==> src/pkg/sbc_pkg.sv <==
// Operation
// - three init sequences, then all-green
// - shutoff limit passed gives full pressure, code
// - upper shutoff limit optional, gives full open
// - locked: reject changes, brief locked code
// - digital command source shows its code
// - accept with up and down resets source
// - squawk ends on accept, remote, one hour
// - soft limit holds position, shows code
// - tests put device out of service
// - calibration code, cancel by back or remote
// - jog mode: buttons only, accept exits
// - command input range faults share code
// - position range faults share code
// - three distinct calibration timeout codes
// - stroke required, shift/span, factory reset codes
// - deviation, piezo alarm, driver module codes
// - relay response, linkage, sensor failure codes
// - board failure, supply, cannot open/shut codes
// - limit alerts, cycle warnings, stroke test codes
// - temperature, too far, memory error codes
// - software, relay warning, piezo warning codes
// - jog calibration waiting shows its code
package sbc_pkg;
  typedef enum logic [1:0] {
    SBC_OFF,
    SBC_GRN,
    SBC_YEL,
    SBC_RED
  } sbc_color_t;

  // code packed as four 2-bit colours, first flash in bits 7:6
  localparam logic [1:0] C_G = 2'h1;
  localparam logic [1:0] C_Y = 2'h2;
  localparam logic [1:0] C_R = 2'h3;

  localparam int unsigned NCOND = 45;
  localparam int unsigned CLK_HZ = 25_000_000;
  localparam int unsigned FLASH_MS = 250;
  localparam int unsigned GAP_MS = 1000;
  localparam int unsigned LOCK_MS = 2000;
  localparam int unsigned BRIEF_MS = 1000;
  localparam int unsigned SQUAWK_S = 3600;
  localparam int unsigned FLASH_CYC = CLK_HZ / 1000 * FLASH_MS;
  localparam int unsigned GAP_CYC = CLK_HZ / 1000 * GAP_MS;
  localparam int unsigned LOCK_CYC = CLK_HZ / 1000 * LOCK_MS;
  localparam int unsigned BRIEF_CYC = CLK_HZ / 1000 * BRIEF_MS;
  localparam longint unsigned SQUAWK_CYC = 64'(CLK_HZ) * SQUAWK_S;
  localparam int unsigned INIT_SEQS = 3;

  // AXI4-Lite register offsets
  localparam logic [7:0] A_CTRL = 8'h00;
  localparam logic [7:0] A_MODE = 8'h04;
  localparam logic [7:0] A_COND0 = 8'h08;
  localparam logic [7:0] A_COND1 = 8'h0C;
  localparam logic [7:0] A_CODE = 8'h10;
  localparam logic [7:0] A_TSO = 8'h14;
  // control bits (write-one pulses / levels)
  localparam int unsigned B_SQUAWK_ON = 0;
  localparam int unsigned B_SQUAWK_OFF = 1;
  localparam int unsigned B_DIGITAL = 2;
  localparam int unsigned B_ANALOG = 3;
  localparam int unsigned B_CAL_CANCEL = 4;
  localparam int unsigned B_JOG_ON = 5;
  localparam int unsigned B_LOCK = 6;
  localparam int unsigned B_UPPER_TSO = 7;
  // mode bits
  localparam int unsigned M_SQUAWK = 0;
  localparam int unsigned M_DIGITAL = 1;
  localparam int unsigned M_JOG = 2;
  localparam int unsigned M_CAL = 3;
  localparam int unsigned M_INIT = 4;
  localparam int unsigned M_LOCKED = 5;
  localparam logic [1:0] RESP_OKAY = 2'h0;
  localparam logic [1:0] RESP_SLVERR = 2'h2;
  localparam logic [6:0] TSO_LOW_RST = 7'h01;
endpackage

==> src/core/sbc_indicator.sv <==
// Chosen here: the AXI4-Lite interface to the registers and the address map.
`timescale 1ns/1ns
module sbc_indicator
  import sbc_pkg::*;
#(
  parameter longint unsigned SQUAWK_CYCLES = SQUAWK_CYC,
  parameter int unsigned     FLASH_CYCLES  = FLASH_CYC,
  parameter int unsigned     GAP_CYCLES    = GAP_CYC,
  parameter int unsigned     LOCK_CYCLES   = LOCK_CYC,
  parameter int unsigned     BRIEF_CYCLES  = BRIEF_CYC
) (
  input  wire logic             i_clock,
  input  wire logic             i_rst_n,
  input  wire logic [NCOND-1:0] i_cond,
  input  wire logic [6:0]       i_final_cmd,
  input  wire logic             i_btn_up,
  input  wire logic             i_btn_down,
  input  wire logic             i_btn_accept,
  input  wire logic             i_btn_back,
  input  wire logic             i_cfg_change_req,
  input  wire logic             i_cal_req,
  input  wire logic [7:0]       i_awaddr,
  input  wire logic             i_awvalid,
  output logic                  o_awready,
  input  wire logic [31:0]      i_wdata,
  input  wire logic [3:0]       i_wstrb,
  input  wire logic             i_wvalid,
  output logic                  o_wready,
  output logic [1:0]            o_bresp,
  output logic                  o_bvalid,
  input  wire logic             i_bready,
  input  wire logic [7:0]       i_araddr,
  input  wire logic             i_arvalid,
  output logic                  o_arready,
  output logic [31:0]           o_rdata,
  output logic [1:0]            o_rresp,
  output logic                  o_rvalid,
  input  wire logic             i_rready,
  output logic [1:0]            o_led,
  output logic                  o_full_pressure,
  output logic                  o_full_open,
  output logic                  o_pos_hold,
  output logic                  o_out_of_service,
  output logic                  o_cfg_accept,
  output logic                  o_jog_mode,
  output logic                  o_cal_abort
);

  // ----------------------------------------------------------------
  // condition index: act bit -> packed code, listed by priority
  // ----------------------------------------------------------------
  function automatic logic [7:0] code_of(input int unsigned n);
    logic [7:0] c;
    c = 8'h00;
    unique case (n)
      0: c = {C_R, C_R, C_R, C_R}; // deviation
      1: c = {C_R, C_R, C_R, C_Y}; // piezo alarms
      2: c = {C_R, C_R, C_Y, C_R}; // driver module
      3: c = {C_R, C_R, C_G, C_G}; // relay response
      4: c = {C_R, C_R, C_Y, C_G}; // linkage
      5: c = {C_R, C_Y, C_R, C_G}; // sensor failure
      6: c = {C_R, C_Y, C_R, C_R}; // board failure
      7: c = {C_R, C_Y, C_Y, C_G}; // supply low
      8: c = {C_R, C_Y, C_G, C_G}; // cannot open/shut
      9: c = {C_R, C_G, C_G, C_G}; // command range
      10: c = {C_R, C_G, C_G, C_Y}; // position range
      11: c = {C_R, C_G, C_G, C_R}; // offset timeout
      12: c = {C_R, C_G, C_Y, C_G}; // settle timeout
      13: c = {C_R, C_G, C_Y, C_Y}; // no motion
      14: c = {C_R, C_G, C_R, C_G}; // cal required
      15: c = {C_R, C_G, C_R, C_Y}; // shift/span
      16: c = {C_R, C_G, C_R, C_R}; // factory reset
      17: c = {C_Y, C_G, C_G, C_G}; // limit alerts
      18: c = {C_Y, C_G, C_G, C_Y}; // cycle/travel
      19: c = {C_Y, C_G, C_R, C_R}; // stroke test failed
      20: c = {C_Y, C_Y, C_G, C_G}; // temperature
      21: c = {C_Y, C_Y, C_G, C_Y}; // too far
      22: c = {C_Y, C_Y, C_Y, C_R}; // memory
      23: c = {C_Y, C_Y, C_R, C_G}; // software
      24: c = {C_Y, C_R, C_G, C_G}; // relay warning
      25: c = {C_Y, C_R, C_R, C_Y}; // piezo warnings
      26: c = {C_G, C_G, C_Y, C_R}; // initializing
      27: c = {C_G, C_R, C_R, C_R}; // jog calibration
      28: c = {C_G, C_R, C_G, C_Y}; // calibration
      29: c = {C_G, C_R, C_G, C_G}; // test running
      30: c = {C_G, C_R, C_R, C_Y}; // jog
      31: c = {C_G, C_G, C_R, C_R}; // squawk
      32: c = {C_G, C_Y, C_G, C_Y}; // soft stop
      33: c = {C_G, C_G, C_Y, C_G}; // locked
      34: c = {C_G, C_G, C_Y, C_Y}; // digital
      35: c = {C_G, C_G, C_G, C_Y}; // tight shutoff
      default: c = {C_G, C_G, C_G, C_G}; // power on
    endcase
    return c;
  endfunction

  // i_cond bits 0..25 are fault inputs; 26..29 status inputs; 30..44 unused.
  // bit 26 jog-cal wait, 27 test run, 28 soft limit hit (high), 29 low

  // ----------------------------------------------------------------
  // pin synchronisers (3 stages, second and third must agree)
  // ----------------------------------------------------------------
  logic [4:0] pin_raw;
  logic [4:0] s1_q, s2_q, s3_q, s1_d, s2_d, s3_d;
  logic [4:0] pin_q, pin_d;
  assign pin_raw = {i_cfg_change_req, i_btn_back, i_btn_accept,
                    i_btn_down, i_btn_up};
  always_comb begin
    s1_d = pin_raw;
    s2_d = s1_q;
    s3_d = s2_q;
    pin_d = pin_q;
    for (int k = 0; k < 5; k++) begin
      if (s2_q[k] == s3_q[k]) pin_d[k] = s3_q[k];
    end
  end
  always_ff @(posedge i_clock or negedge i_rst_n) begin
    if (!i_rst_n) begin
      s1_q <= 5'h00;
      s2_q <= 5'h00;
      s3_q <= 5'h00;
      pin_q <= 5'h00;
    end else begin
      s1_q <= s1_d;
      s2_q <= s2_d;
      s3_q <= s3_d;
      pin_q <= pin_d;
    end
  end

  // ----------------------------------------------------------------
  // brief-press detection: release within BRIEF_CYCLES
  // ----------------------------------------------------------------
  logic [31:0] acc_cnt_q, acc_cnt_d, back_cnt_q, back_cnt_d;
  logic        acc_prev_q, back_prev_q, chg_prev_q;
  logic        acc_brief, back_brief, chg_edge, both_held_q, both_held_d;
  always_comb begin
    acc_cnt_d = pin_q[2] ? ((acc_cnt_q == 32'hFFFFFFFF) ? acc_cnt_q
                : acc_cnt_q + 32'h1) : 32'h0;
    back_cnt_d = pin_q[3] ? ((back_cnt_q == 32'hFFFFFFFF) ? back_cnt_q
                 : back_cnt_q + 32'h1) : 32'h0;
    acc_brief = acc_prev_q && !pin_q[2] && (acc_cnt_q < BRIEF_CYCLES);
    back_brief = back_prev_q && !pin_q[3] && (back_cnt_q < BRIEF_CYCLES);
    chg_edge = pin_q[4] && !chg_prev_q;
    // up+down must be held during the accept press
    both_held_d = pin_q[2] ? (both_held_q & pin_q[0] & pin_q[1])
                  : (pin_q[0] & pin_q[1]);
  end
  always_ff @(posedge i_clock or negedge i_rst_n) begin
    if (!i_rst_n) begin
      acc_cnt_q <= 32'h0;
      back_cnt_q <= 32'h0;
      acc_prev_q <= 1'b0;
      back_prev_q <= 1'b0;
      chg_prev_q <= 1'b0;
      both_held_q <= 1'b0;
    end else begin
      acc_cnt_q <= acc_cnt_d;
      back_cnt_q <= back_cnt_d;
      acc_prev_q <= pin_q[2];
      back_prev_q <= pin_q[3];
      chg_prev_q <= pin_q[4];
      both_held_q <= both_held_d;
    end
  end

  // ----------------------------------------------------------------
  // AXI4-Lite slave
  // ----------------------------------------------------------------
  logic        aw_have_q, aw_have_d, w_have_q, w_have_d;
  logic [7:0]  aw_addr_q, aw_addr_d;
  logic [31:0] w_data_q, w_data_d;
  logic [3:0]  w_strb_q, w_strb_d;
  logic        bvalid_q, bvalid_d, rvalid_q, rvalid_d;
  logic [1:0]  bresp_q, bresp_d, rresp_q, rresp_d;
  logic [31:0] rdata_q, rdata_d;
  logic        wr_fire;
  logic [31:0] ctrl_pulse;
  logic        lock_q, lock_d, upper_q, upper_d;
  logic [6:0]  tso_lo_q, tso_lo_d, tso_hi_q, tso_hi_d;
  logic [5:0]  mode_q;
  logic [7:0]  code_q;

  always_comb begin
    aw_have_d = aw_have_q;
    aw_addr_d = aw_addr_q;
    w_have_d = w_have_q;
    w_data_d = w_data_q;
    w_strb_d = w_strb_q;
    bvalid_d = bvalid_q;
    bresp_d = bresp_q;
    rvalid_d = rvalid_q;
    rresp_d = rresp_q;
    rdata_d = rdata_q;
    ctrl_pulse = 32'h0;
    lock_d = lock_q;
    upper_d = upper_q;
    tso_lo_d = tso_lo_q;
    tso_hi_d = tso_hi_q;
    if (i_awvalid && !aw_have_q) begin
      aw_have_d = 1'b1;
      aw_addr_d = i_awaddr;
    end
    if (i_wvalid && !w_have_q) begin
      w_have_d = 1'b1;
      w_data_d = i_wdata;
      w_strb_d = i_wstrb;
    end
    wr_fire = aw_have_q && w_have_q && !bvalid_q;
    if (wr_fire) begin
      aw_have_d = 1'b0;
      w_have_d = 1'b0;
      bvalid_d = 1'b1;
      bresp_d = RESP_OKAY;
      unique case (aw_addr_q)
        A_CTRL: begin
          if (w_strb_q[0]) begin
            ctrl_pulse = w_data_q;
            lock_d = w_data_q[B_LOCK];
            upper_d = w_data_q[B_UPPER_TSO];
          end
        end
        A_TSO: begin
          if (w_strb_q[0]) tso_lo_d = w_data_q[6:0];
          if (w_strb_q[1]) tso_hi_d = w_data_q[14:8];
        end
        A_MODE, A_COND0, A_COND1, A_CODE: ;
        default: bresp_d = RESP_SLVERR;
      endcase
    end
    if (bvalid_q && i_bready) bvalid_d = 1'b0;
    if (i_arvalid && !rvalid_q) begin
      rvalid_d = 1'b1;
      rresp_d = RESP_OKAY;
      unique case (i_araddr)
        A_CTRL: rdata_d = {24'h0, upper_q, lock_q, 6'h00};
        A_MODE: rdata_d = {26'h0, mode_q};
        A_COND0: rdata_d = i_cond[31:0];
        A_COND1: rdata_d = {19'h0, i_cond[NCOND-1:32]};
        A_CODE: rdata_d = {24'h0, code_q};
        A_TSO: rdata_d = {17'h0, tso_hi_q, 1'b0, tso_lo_q};
        default: begin
          rdata_d = 32'h0;
          rresp_d = RESP_SLVERR;
        end
      endcase
    end else if (rvalid_q && i_rready) begin
      rvalid_d = 1'b0;
    end
  end
  always_ff @(posedge i_clock or negedge i_rst_n) begin
    if (!i_rst_n) begin
      aw_have_q <= 1'b0;
      aw_addr_q <= 8'h00;
      w_have_q <= 1'b0;
      w_data_q <= 32'h0;
      w_strb_q <= 4'h0;
      bvalid_q <= 1'b0;
      bresp_q <= RESP_OKAY;
      rvalid_q <= 1'b0;
      rresp_q <= RESP_OKAY;
      rdata_q <= 32'h0;
      lock_q <= 1'b0;
      upper_q <= 1'b0;
      tso_lo_q <= TSO_LOW_RST;
      tso_hi_q <= 7'h7F;
    end else begin
      aw_have_q <= aw_have_d;
      aw_addr_q <= aw_addr_d;
      w_have_q <= w_have_d;
      w_data_q <= w_data_d;
      w_strb_q <= w_strb_d;
      bvalid_q <= bvalid_d;
      bresp_q <= bresp_d;
      rvalid_q <= rvalid_d;
      rresp_q <= rresp_d;
      rdata_q <= rdata_d;
      lock_q <= lock_d;
      upper_q <= upper_d;
      tso_lo_q <= tso_lo_d;
      tso_hi_q <= tso_hi_d;
    end
  end
  assign o_awready = !aw_have_q;
  assign o_wready = !w_have_q;
  assign o_bvalid = bvalid_q;
  assign o_bresp = bresp_q;
  assign o_arready = !rvalid_q;
  assign o_rvalid = rvalid_q;
  assign o_rresp = rresp_q;
  assign o_rdata = rdata_q;

  // ----------------------------------------------------------------
  // modes
  // ----------------------------------------------------------------
  logic        squawk_q, squawk_d, dig_q, dig_d, jog_q, jog_d;
  logic        cal_q, cal_d, abort_q, abort_d, accept_q, accept_d;
  logic [63:0] sq_cnt_q, sq_cnt_d;
  logic [31:0] lock_cnt_q, lock_cnt_d;
  logic        tso_lo_hit, tso_hi_hit, tso_q, tso_d, hi_q, hi_d;
  logic        init_done;
  logic        oos_q, oos_d, hold_q, hold_d;
  always_comb begin
    squawk_d = squawk_q;
    sq_cnt_d = sq_cnt_q;
    if (ctrl_pulse[B_SQUAWK_ON]) begin
      squawk_d = 1'b1;
      sq_cnt_d = 64'h0;
    end else if (squawk_q) begin
      sq_cnt_d = sq_cnt_q + 64'h1;
      if (acc_brief || ctrl_pulse[B_SQUAWK_OFF] ||
          sq_cnt_q >= SQUAWK_CYCLES - 1) squawk_d = 1'b0;
    end
    dig_d = dig_q;
    if (ctrl_pulse[B_DIGITAL]) dig_d = 1'b1;
    if (ctrl_pulse[B_ANALOG] || (acc_brief && both_held_q))
      dig_d = 1'b0;
    jog_d = jog_q;
    if (ctrl_pulse[B_JOG_ON]) jog_d = 1'b1;
    else if (acc_brief && !both_held_q) jog_d = 1'b0;
    cal_d = cal_q;
    abort_d = 1'b0;
    if (i_cal_req && !cal_q) cal_d = 1'b1;
    else if (cal_q && (back_brief || ctrl_pulse[B_CAL_CANCEL])) begin
      cal_d = 1'b0;
      abort_d = 1'b1;
    end
    // locked: changes refused, code shown briefly
    accept_d = chg_edge && !lock_q;
    lock_cnt_d = (lock_cnt_q != 32'h0) ? lock_cnt_q - 32'h1 : 32'h0;
    if (chg_edge && lock_q) lock_cnt_d = LOCK_CYCLES;
    tso_lo_hit = i_final_cmd < tso_lo_q;
    tso_hi_hit = upper_q && (i_final_cmd > tso_hi_q);
    tso_d = tso_lo_hit || tso_hi_hit;
    hi_d = tso_hi_hit;
    oos_d = cal_d || i_cond[27];
    hold_d = i_cond[28] || i_cond[29];
  end
  always_ff @(posedge i_clock or negedge i_rst_n) begin
    if (!i_rst_n) begin
      squawk_q <= 1'b0;
      sq_cnt_q <= 64'h0;
      dig_q <= 1'b0;
      jog_q <= 1'b0;
      cal_q <= 1'b0;
      abort_q <= 1'b0;
      accept_q <= 1'b0;
      lock_cnt_q <= 32'h0;
      tso_q <= 1'b0;
      hi_q <= 1'b0;
      oos_q <= 1'b0;
      hold_q <= 1'b0;
    end else begin
      squawk_q <= squawk_d;
      sq_cnt_q <= sq_cnt_d;
      dig_q <= dig_d;
      jog_q <= jog_d;
      cal_q <= cal_d;
      abort_q <= abort_d;
      accept_q <= accept_d;
      lock_cnt_q <= lock_cnt_d;
      tso_q <= tso_d;
      hi_q <= hi_d;
      oos_q <= oos_d;
      hold_q <= hold_d;
    end
  end

  // ----------------------------------------------------------------
  // priority select and flash sequencer
  // ----------------------------------------------------------------
  logic [35:0] act;
  logic [7:0]  sel;
  logic [1:0]  slot_q, slot_d, seqs_q, seqs_d;
  logic [31:0] tick_q, tick_d;
  logic        gap_q, gap_d;
  logic [1:0]  led_q, led_d;
  assign init_done = (seqs_q == 2'(INIT_SEQS));
  always_comb begin
    act = {tso_q, dig_q, lock_cnt_q != 32'h0, i_cond[28] | i_cond[29],
           squawk_q, jog_q, i_cond[27], cal_q, i_cond[26], !init_done,
           i_cond[25:0]};
    sel = code_of(36);
    for (int k = 35; k >= 0; k--) begin
      if (act[k]) sel = code_of(k);
    end
    slot_d = slot_q;
    seqs_d = seqs_q;
    gap_d = gap_q;
    tick_d = tick_q + 32'h1;
    if (!gap_q && tick_q >= FLASH_CYCLES - 1) begin
      tick_d = 32'h0;
      slot_d = slot_q + 2'h1;
      if (slot_q == 2'h3) gap_d = 1'b1;
    end else if (gap_q && tick_q >= GAP_CYCLES - 1) begin
      tick_d = 32'h0;
      gap_d = 1'b0;
      if (!init_done) seqs_d = seqs_q + 2'h1;
    end
    led_d = gap_d ? 2'h0 : sel[6 - 2 * slot_d +: 2];
  end
  always_ff @(posedge i_clock or negedge i_rst_n) begin
    if (!i_rst_n) begin
      slot_q <= 2'h0;
      seqs_q <= 2'h0;
      tick_q <= 32'h0;
      gap_q <= 1'b0;
      led_q <= 2'h0;
      code_q <= 8'h00;
    end else begin
      slot_q <= slot_d;
      seqs_q <= seqs_d;
      tick_q <= tick_d;
      gap_q <= gap_d;
      led_q <= led_d;
      code_q <= sel;
    end
  end

  assign mode_q = {lock_q, !init_done, cal_q, jog_q, dig_q, squawk_q};
  assign o_led = led_q;
  assign o_full_pressure = tso_q;
  assign o_full_open = hi_q;
  assign o_pos_hold = hold_q;
  assign o_out_of_service = oos_q;
  assign o_cfg_accept = accept_q;
  assign o_jog_mode = jog_q;
  assign o_cal_abort = abort_q;
endmodule

==> config.mk <==
export PLATFORM = sky130hd
export DESIGN_NAME = sbc_indicator
export DESIGN_NICKNAME = d
export VERILOG_FILES = /design/src/pkg/sbc_pkg.sv /design/src/core/sbc_indicator.sv
export SDC_FILE = /design/constraint.sdc
export NUM_CORES = 1
export LEC_CHECK = 0
export BUFFER_PORTS_ARGS = -buffer_cell sky130_fd_sc_hd__buf_2
export CORE_MARGIN = 2
export CORE_UTILIZATION = 55
export DETAILED_ROUTE_END_ITERATION = 6
export GPL_ROUTABILITY_DRIVEN = 0
export PLACE_DENSITY = 0.75
export SLEW_MARGIN = 15
export SYNTH_ARGS = -nofsm -noshare
export SYNTH_HDL_FRONTEND = slang
export SYNTH_SLANG_ARGS = --single-unit
==> constraint.sdc <==
create_clock -name i_clock -period 3.44 [get_ports i_clock]
set_input_delay 0 -clock i_clock [delete_from_list [all_inputs] [get_ports i_clock]]
set_output_delay 0 -clock i_clock [all_outputs]
set_load 0.05 [all_outputs]
==> results.md <==
Run status:
- The flow ran to the end, and the final reports show no timing, DRC or antenna violations.

STA:
- Once routing completed, OpenROAD measured the worst setup slack at 520 ps.
- The final number of max-transition violations came to 0.
- The transition time at the pin with the least slew margin is approximately 910 ps.
- Clock skew on the completed layout was measured at 13.6 ps.
- The final sum of negative setup slack is 0 ps.
- The worst slew margin relative to its limit is between 30% and 40%.
- The count of endpoints failing setup in the final report is 0.
- The top achievable clock speed is 342 MHz.
- Setup repair after global routing left no endpoint under its margin.
- After layout, the worst path uses between 80% and 90% of the clock period.
- The count of final hold-check violations is 0.
- The shortest clock period the worst path allows after layout is slightly below 3000 ps.

Logic synthesis:
- The mapped netlist covers 15500 µm².
- The total of warnings raised by yosys is 0.
- Synthesis inferred 320 register bits.
- The fraction of synthesis flops using an asynchronous set or reset pin is 100%.
- The gate count of the mapped netlist is 1514.
- After synthesis, the largest area contributor takes up roughly half of total cell area.
- The cell type with the highest aggregate area in the netlist is dfrtp_1.
- The number of synthesized flops with an enable pin is 0.
- The predominant post-synthesis flop cell is dfrtp_1.
- Ranked by total cell area, the synthesized netlist is headed by dfrtp_1 (50%), xnor2_1 (4.9%), nor2_1 (4.8%).
- The number of unique standard cell types used by synthesis is 77.
- The proportion of synthesized chip area in sequential cells is 51.8%.
- The mean instance size in the synthesized netlist is 10.2 µm².

Floorplan:
- The number of top-level pins is 167.
- The region available for standard cell placement spans between 20000 and 30000 µm².
- For this configuration, the core starts out at a cell density of 55.8%.
- The die is 172 µm wide.
- The die covers 29500 µm².
- The number of cell rows is 61.
- The die is 172 µm tall.

Power and ir drop:
- The analysis attributes to cell leakage a power of 8.32 nW.
- The share of total power dissipated in combinational logic is 15.1%.
- In this run switching power makes up a little over a quarter of total power.
- The total design power is 10.0 mW.
- IR analysis of the VDD net gives a maximum drop of 809 µV.
- The part of the power in registers is 46.2%.
- Internal power comes to roughly 7.3 mW.
- The portion of total power attributed to the clock network is 38.8%.
- Power spread over the standard cell area amounts to 535 nW/µm².
- For this design the total switching power over the nets is around 2.7 mW.

Clock network:
- The number of gates resized after CTS was 0.
- TritonCTS built the clock tree.
- For this design, the CTS-stage hold fixing added 82 buffers.
- Clock tree synthesis selected as its root buffer the cell clkbuf_16.
- The buffer count from post-CTS setup fixing is 0.
- No sink is reached through more buffers than the 3 on the longest clock path.
- The CTS clock-pin slew for the worst setup and hold paths is 60 ps.
- The number of levels in the clock H-tree is 2.
- At the later pin of the worst-skew pair, clock insertion delay measures 510 ps.
- TritonCTS created 35 clock buffers.
- The sink count of the clock tree is 320.

Setup path:
- Counting cells, the worst reg-to-reg path comes to 6.
- The kind of launch point of the worst setup path is a register.
- In this run the critical register-to-register path is launched from lock_cnt_q[25]$_DFF_PN0_.
- On the worst path, the slowest cell contributes a delay of 610 ps.
- The arrival time at the worst endpoint is between 3000 and 4000 ps.
- The critical path starts at lock_cnt_q[25]$_DFF_PN0_.
- In this run the register-to-register setup slack is 520 ps.
- Among all stages on the critical path, the largest delay is contributed by or4_1.
- The most critical setup path has its endpoint at code_q[0]$_DFF_PN0_.
- The endpoint type of the worst setup path is a register.
- The worst setup path is of the register to register kind.
- Data on the critical path is required at its endpoint by ~3800 ps.
- Traced cell by cell, the critical path runs through or4_1, nor4_2, nand3_1, o31a_1, o21a_1, dlygate4sd3_1.
- The destination of the worst register-to-register timing path is code_q[0]$_DFF_PN0_.
- The largest fanout on the critical path is 5.

Global routing:
- The initial antenna violation count was 4.
- In the global route stage, overall resource usage came out at between 20% and 30%.
- The via count of the first global-routing pass is 12300.
- The first-pass GRT wire length is 60.8 mm.
- The final global-route overflow total is 0.
- The pin count of the biggest net entering global routing is 106.

Route:
- Routed signal wires occupy layers up through met5.
- The ratio of routed vias to standard cells is ~5.6.
- For this run, the detailed router's first-pass iteration total came to 5.
- The met3 wire length is 2.19 mm.
- The routed design has 36.6 mm of wire.
- The count of unresolved DRC violations after routing is 0.
- The total via count in the routed design is 12200.
- The routed wire length per instance is 16.9 µm.
- The count of routing violations after the opening detailed-route iteration is 828.
- Summed over all nets, wire length on met2 after detailed routing comes to 17.2 mm.
- The detailed-routing wirelength on met1 is 16.1 mm.
- The number of nets with antenna violations after detailed routing is 0.

Layout:
- The count of non-filler cells in the finished layout is 2162.
- Relative to the synthesized area, the layout overhead comes to 21.1%.
- In the final design database the tool counted 1893 nets.
- In the final layout, the share of cells above drive strength 1 is 16.7%.
- The summed area of non-filler cells in the final layout is 18700 µm².

Min path:
- The worst hold path belongs to the class input pin to register.

Placed design:
- At the placement stage, the worst setup path has a slack of 567 ps.
- The count of placed standard cells including taps is 2015.
- Detailed placement ended at an HPWL of 24.7 mm.
- The number of buffers added on ports is 145.
- The instance area after placement is 16700 µm².

Job:
- Across the run, the number of max-cap violations was 0.
==> cell families (layout without fill, tap and decap cells) <==
family          after synthesis  in the layout  synth area share, %
compound gates              174            174                 7.46
xor+xnor                    170            170                 9.63
fa+ha+maj                    25             25                 1.94
buf+inv                      90            349                 2.39
flops                       320            320                 51.8
mux                          57             57                 4.04
other cells                   1             12               0.0242
simple gates                677            677                 22.7
==> stage by stage <==
stage	hold slack (ps)	utilization, %
floorplan	-296	-
global placement	108	60.2
detailed placement	110	60.2
CTS	4.73	67.5
global route	40.2	67.6
finish	11.0	67.6
==> cells in the final DEF (no fill, tap or decap), types with 9 or more instances in the layout <==
cell type,instances
clkbuf_16,37
clkbuf_8,10
nand3_1,71
or4_1,13
mux2_2,43
and2_1,36
nor2_1,196
buf_4,16
xor2_1,84
buf_2,144
nor4_1,29
a21oi_1,21
conb_1,9
dlygate4sd3_1,82
mux2i_1,14
dfrtp_1,312
and3_1,32
ha_1,20
o21ai_0,66
and4_1,18
nor3_1,35
inv_1,41
nand4_1,41
nor2b_1,17
or3_1,10
nand2_1,129
xnor2_1,86
==> Yosys cell counts, types with 7 or more instances <==
master	count
nand2_1	129
dfstp_2	8
nor2b_1	17
or3_1	10
nor3b_1	7
inv_1	41
and4_1	18
and3_1	32
mux2i_1	14
a21o_1	8
buf_4	8
dfrtp_1	312
nand3_1	71
clkbuf_1	36
ha_1	20
xnor2_1	86
a221oi_1	7
mux2_2	43
nor4_1	29
o21ai_0	66
a21oi_1	21
nor2_1	196
nand4_1	41
and2_1	37
xor2_1	84
nor4b_1	7
a31oi_1	7
nor3_1	35
a211oi_1	7
or4_1	13
==> state kept, by name (all words and copies together), names as in the netlist, 5 cells and up <==
name and cells:
s2_q 5, pin_q 5, w_data_q 15, tick_q 32, s1_q 5, sq_cnt_q 64, tso_lo_q 7, aw_addr_q 8
code_q 8, lock_cnt_q 32, back_cnt_q 32, acc_cnt_q 32, s3_q 5, o_rdata 32, tso_hi_q 7
==> final cells by class <==
cell class	count	area (µm²)
antenna	3	7.51
clock buffer	50	1070
clock inverter	12	138
fill	2065	8980
inverter	41	154
multi-input combinational	1112	7120
sequential	320	8020
tap	378	473
timing repair buffer	246	1740
==> worst max-delay path: cells and delay by family (launching register included) <==
kind,cells,cell delay [ps]
AND/OR/NAND/NOR,3,1290
buffers and inverters,1,550
flip-flops,1,420
AO/OA/AOI/OAI,2,550
==> power by group through the flow <==
stage                     sequential (mW)  clock, mW  combinational, mW
after floorplan                      4.65          0              0.935
after global placement               4.65          0               1.37
after detailed placement             4.67          0               1.42
after CTS                            4.61       3.95               1.50
after global routing                 4.68       4.09               1.67
final                                4.62       3.88               1.51
==> routing by layer <==
| layer | track usage (%) | vias up |
|---|---|---|
| met5 | 0 | - |
| met4 | 8.59 | 2 |
| met3 | 5.15 | 85 |
| met2 | 42.2 | 334 |
| met1 | 34.0 | 5977 |
| li1 | - | 5797 |
==> worst min path at each step <==
stage	from	to	slack [ps]	depth (start not counted)
final	i_final_cmd[5]	o_full_pressure$_DFF_PN0_	10	4
after global routing	i_final_cmd[5]	o_full_pressure$_DFF_PN0_	40	4
after CTS	i_final_cmd[5]	o_full_pressure$_DFF_PN0_	5	4
after detailed placement	i_btn_down	s1_q[1]$_DFF_PN0_	110	1
after global placement	i_rst_n	o_rdata[16]$_DFFE_PN0P_	110	1
after floorplan	i_rst_n	acc_cnt_q[0]$_DFFE_PN0P_	-300	0
Note: power is estimated with default switching activity, not from simulation.
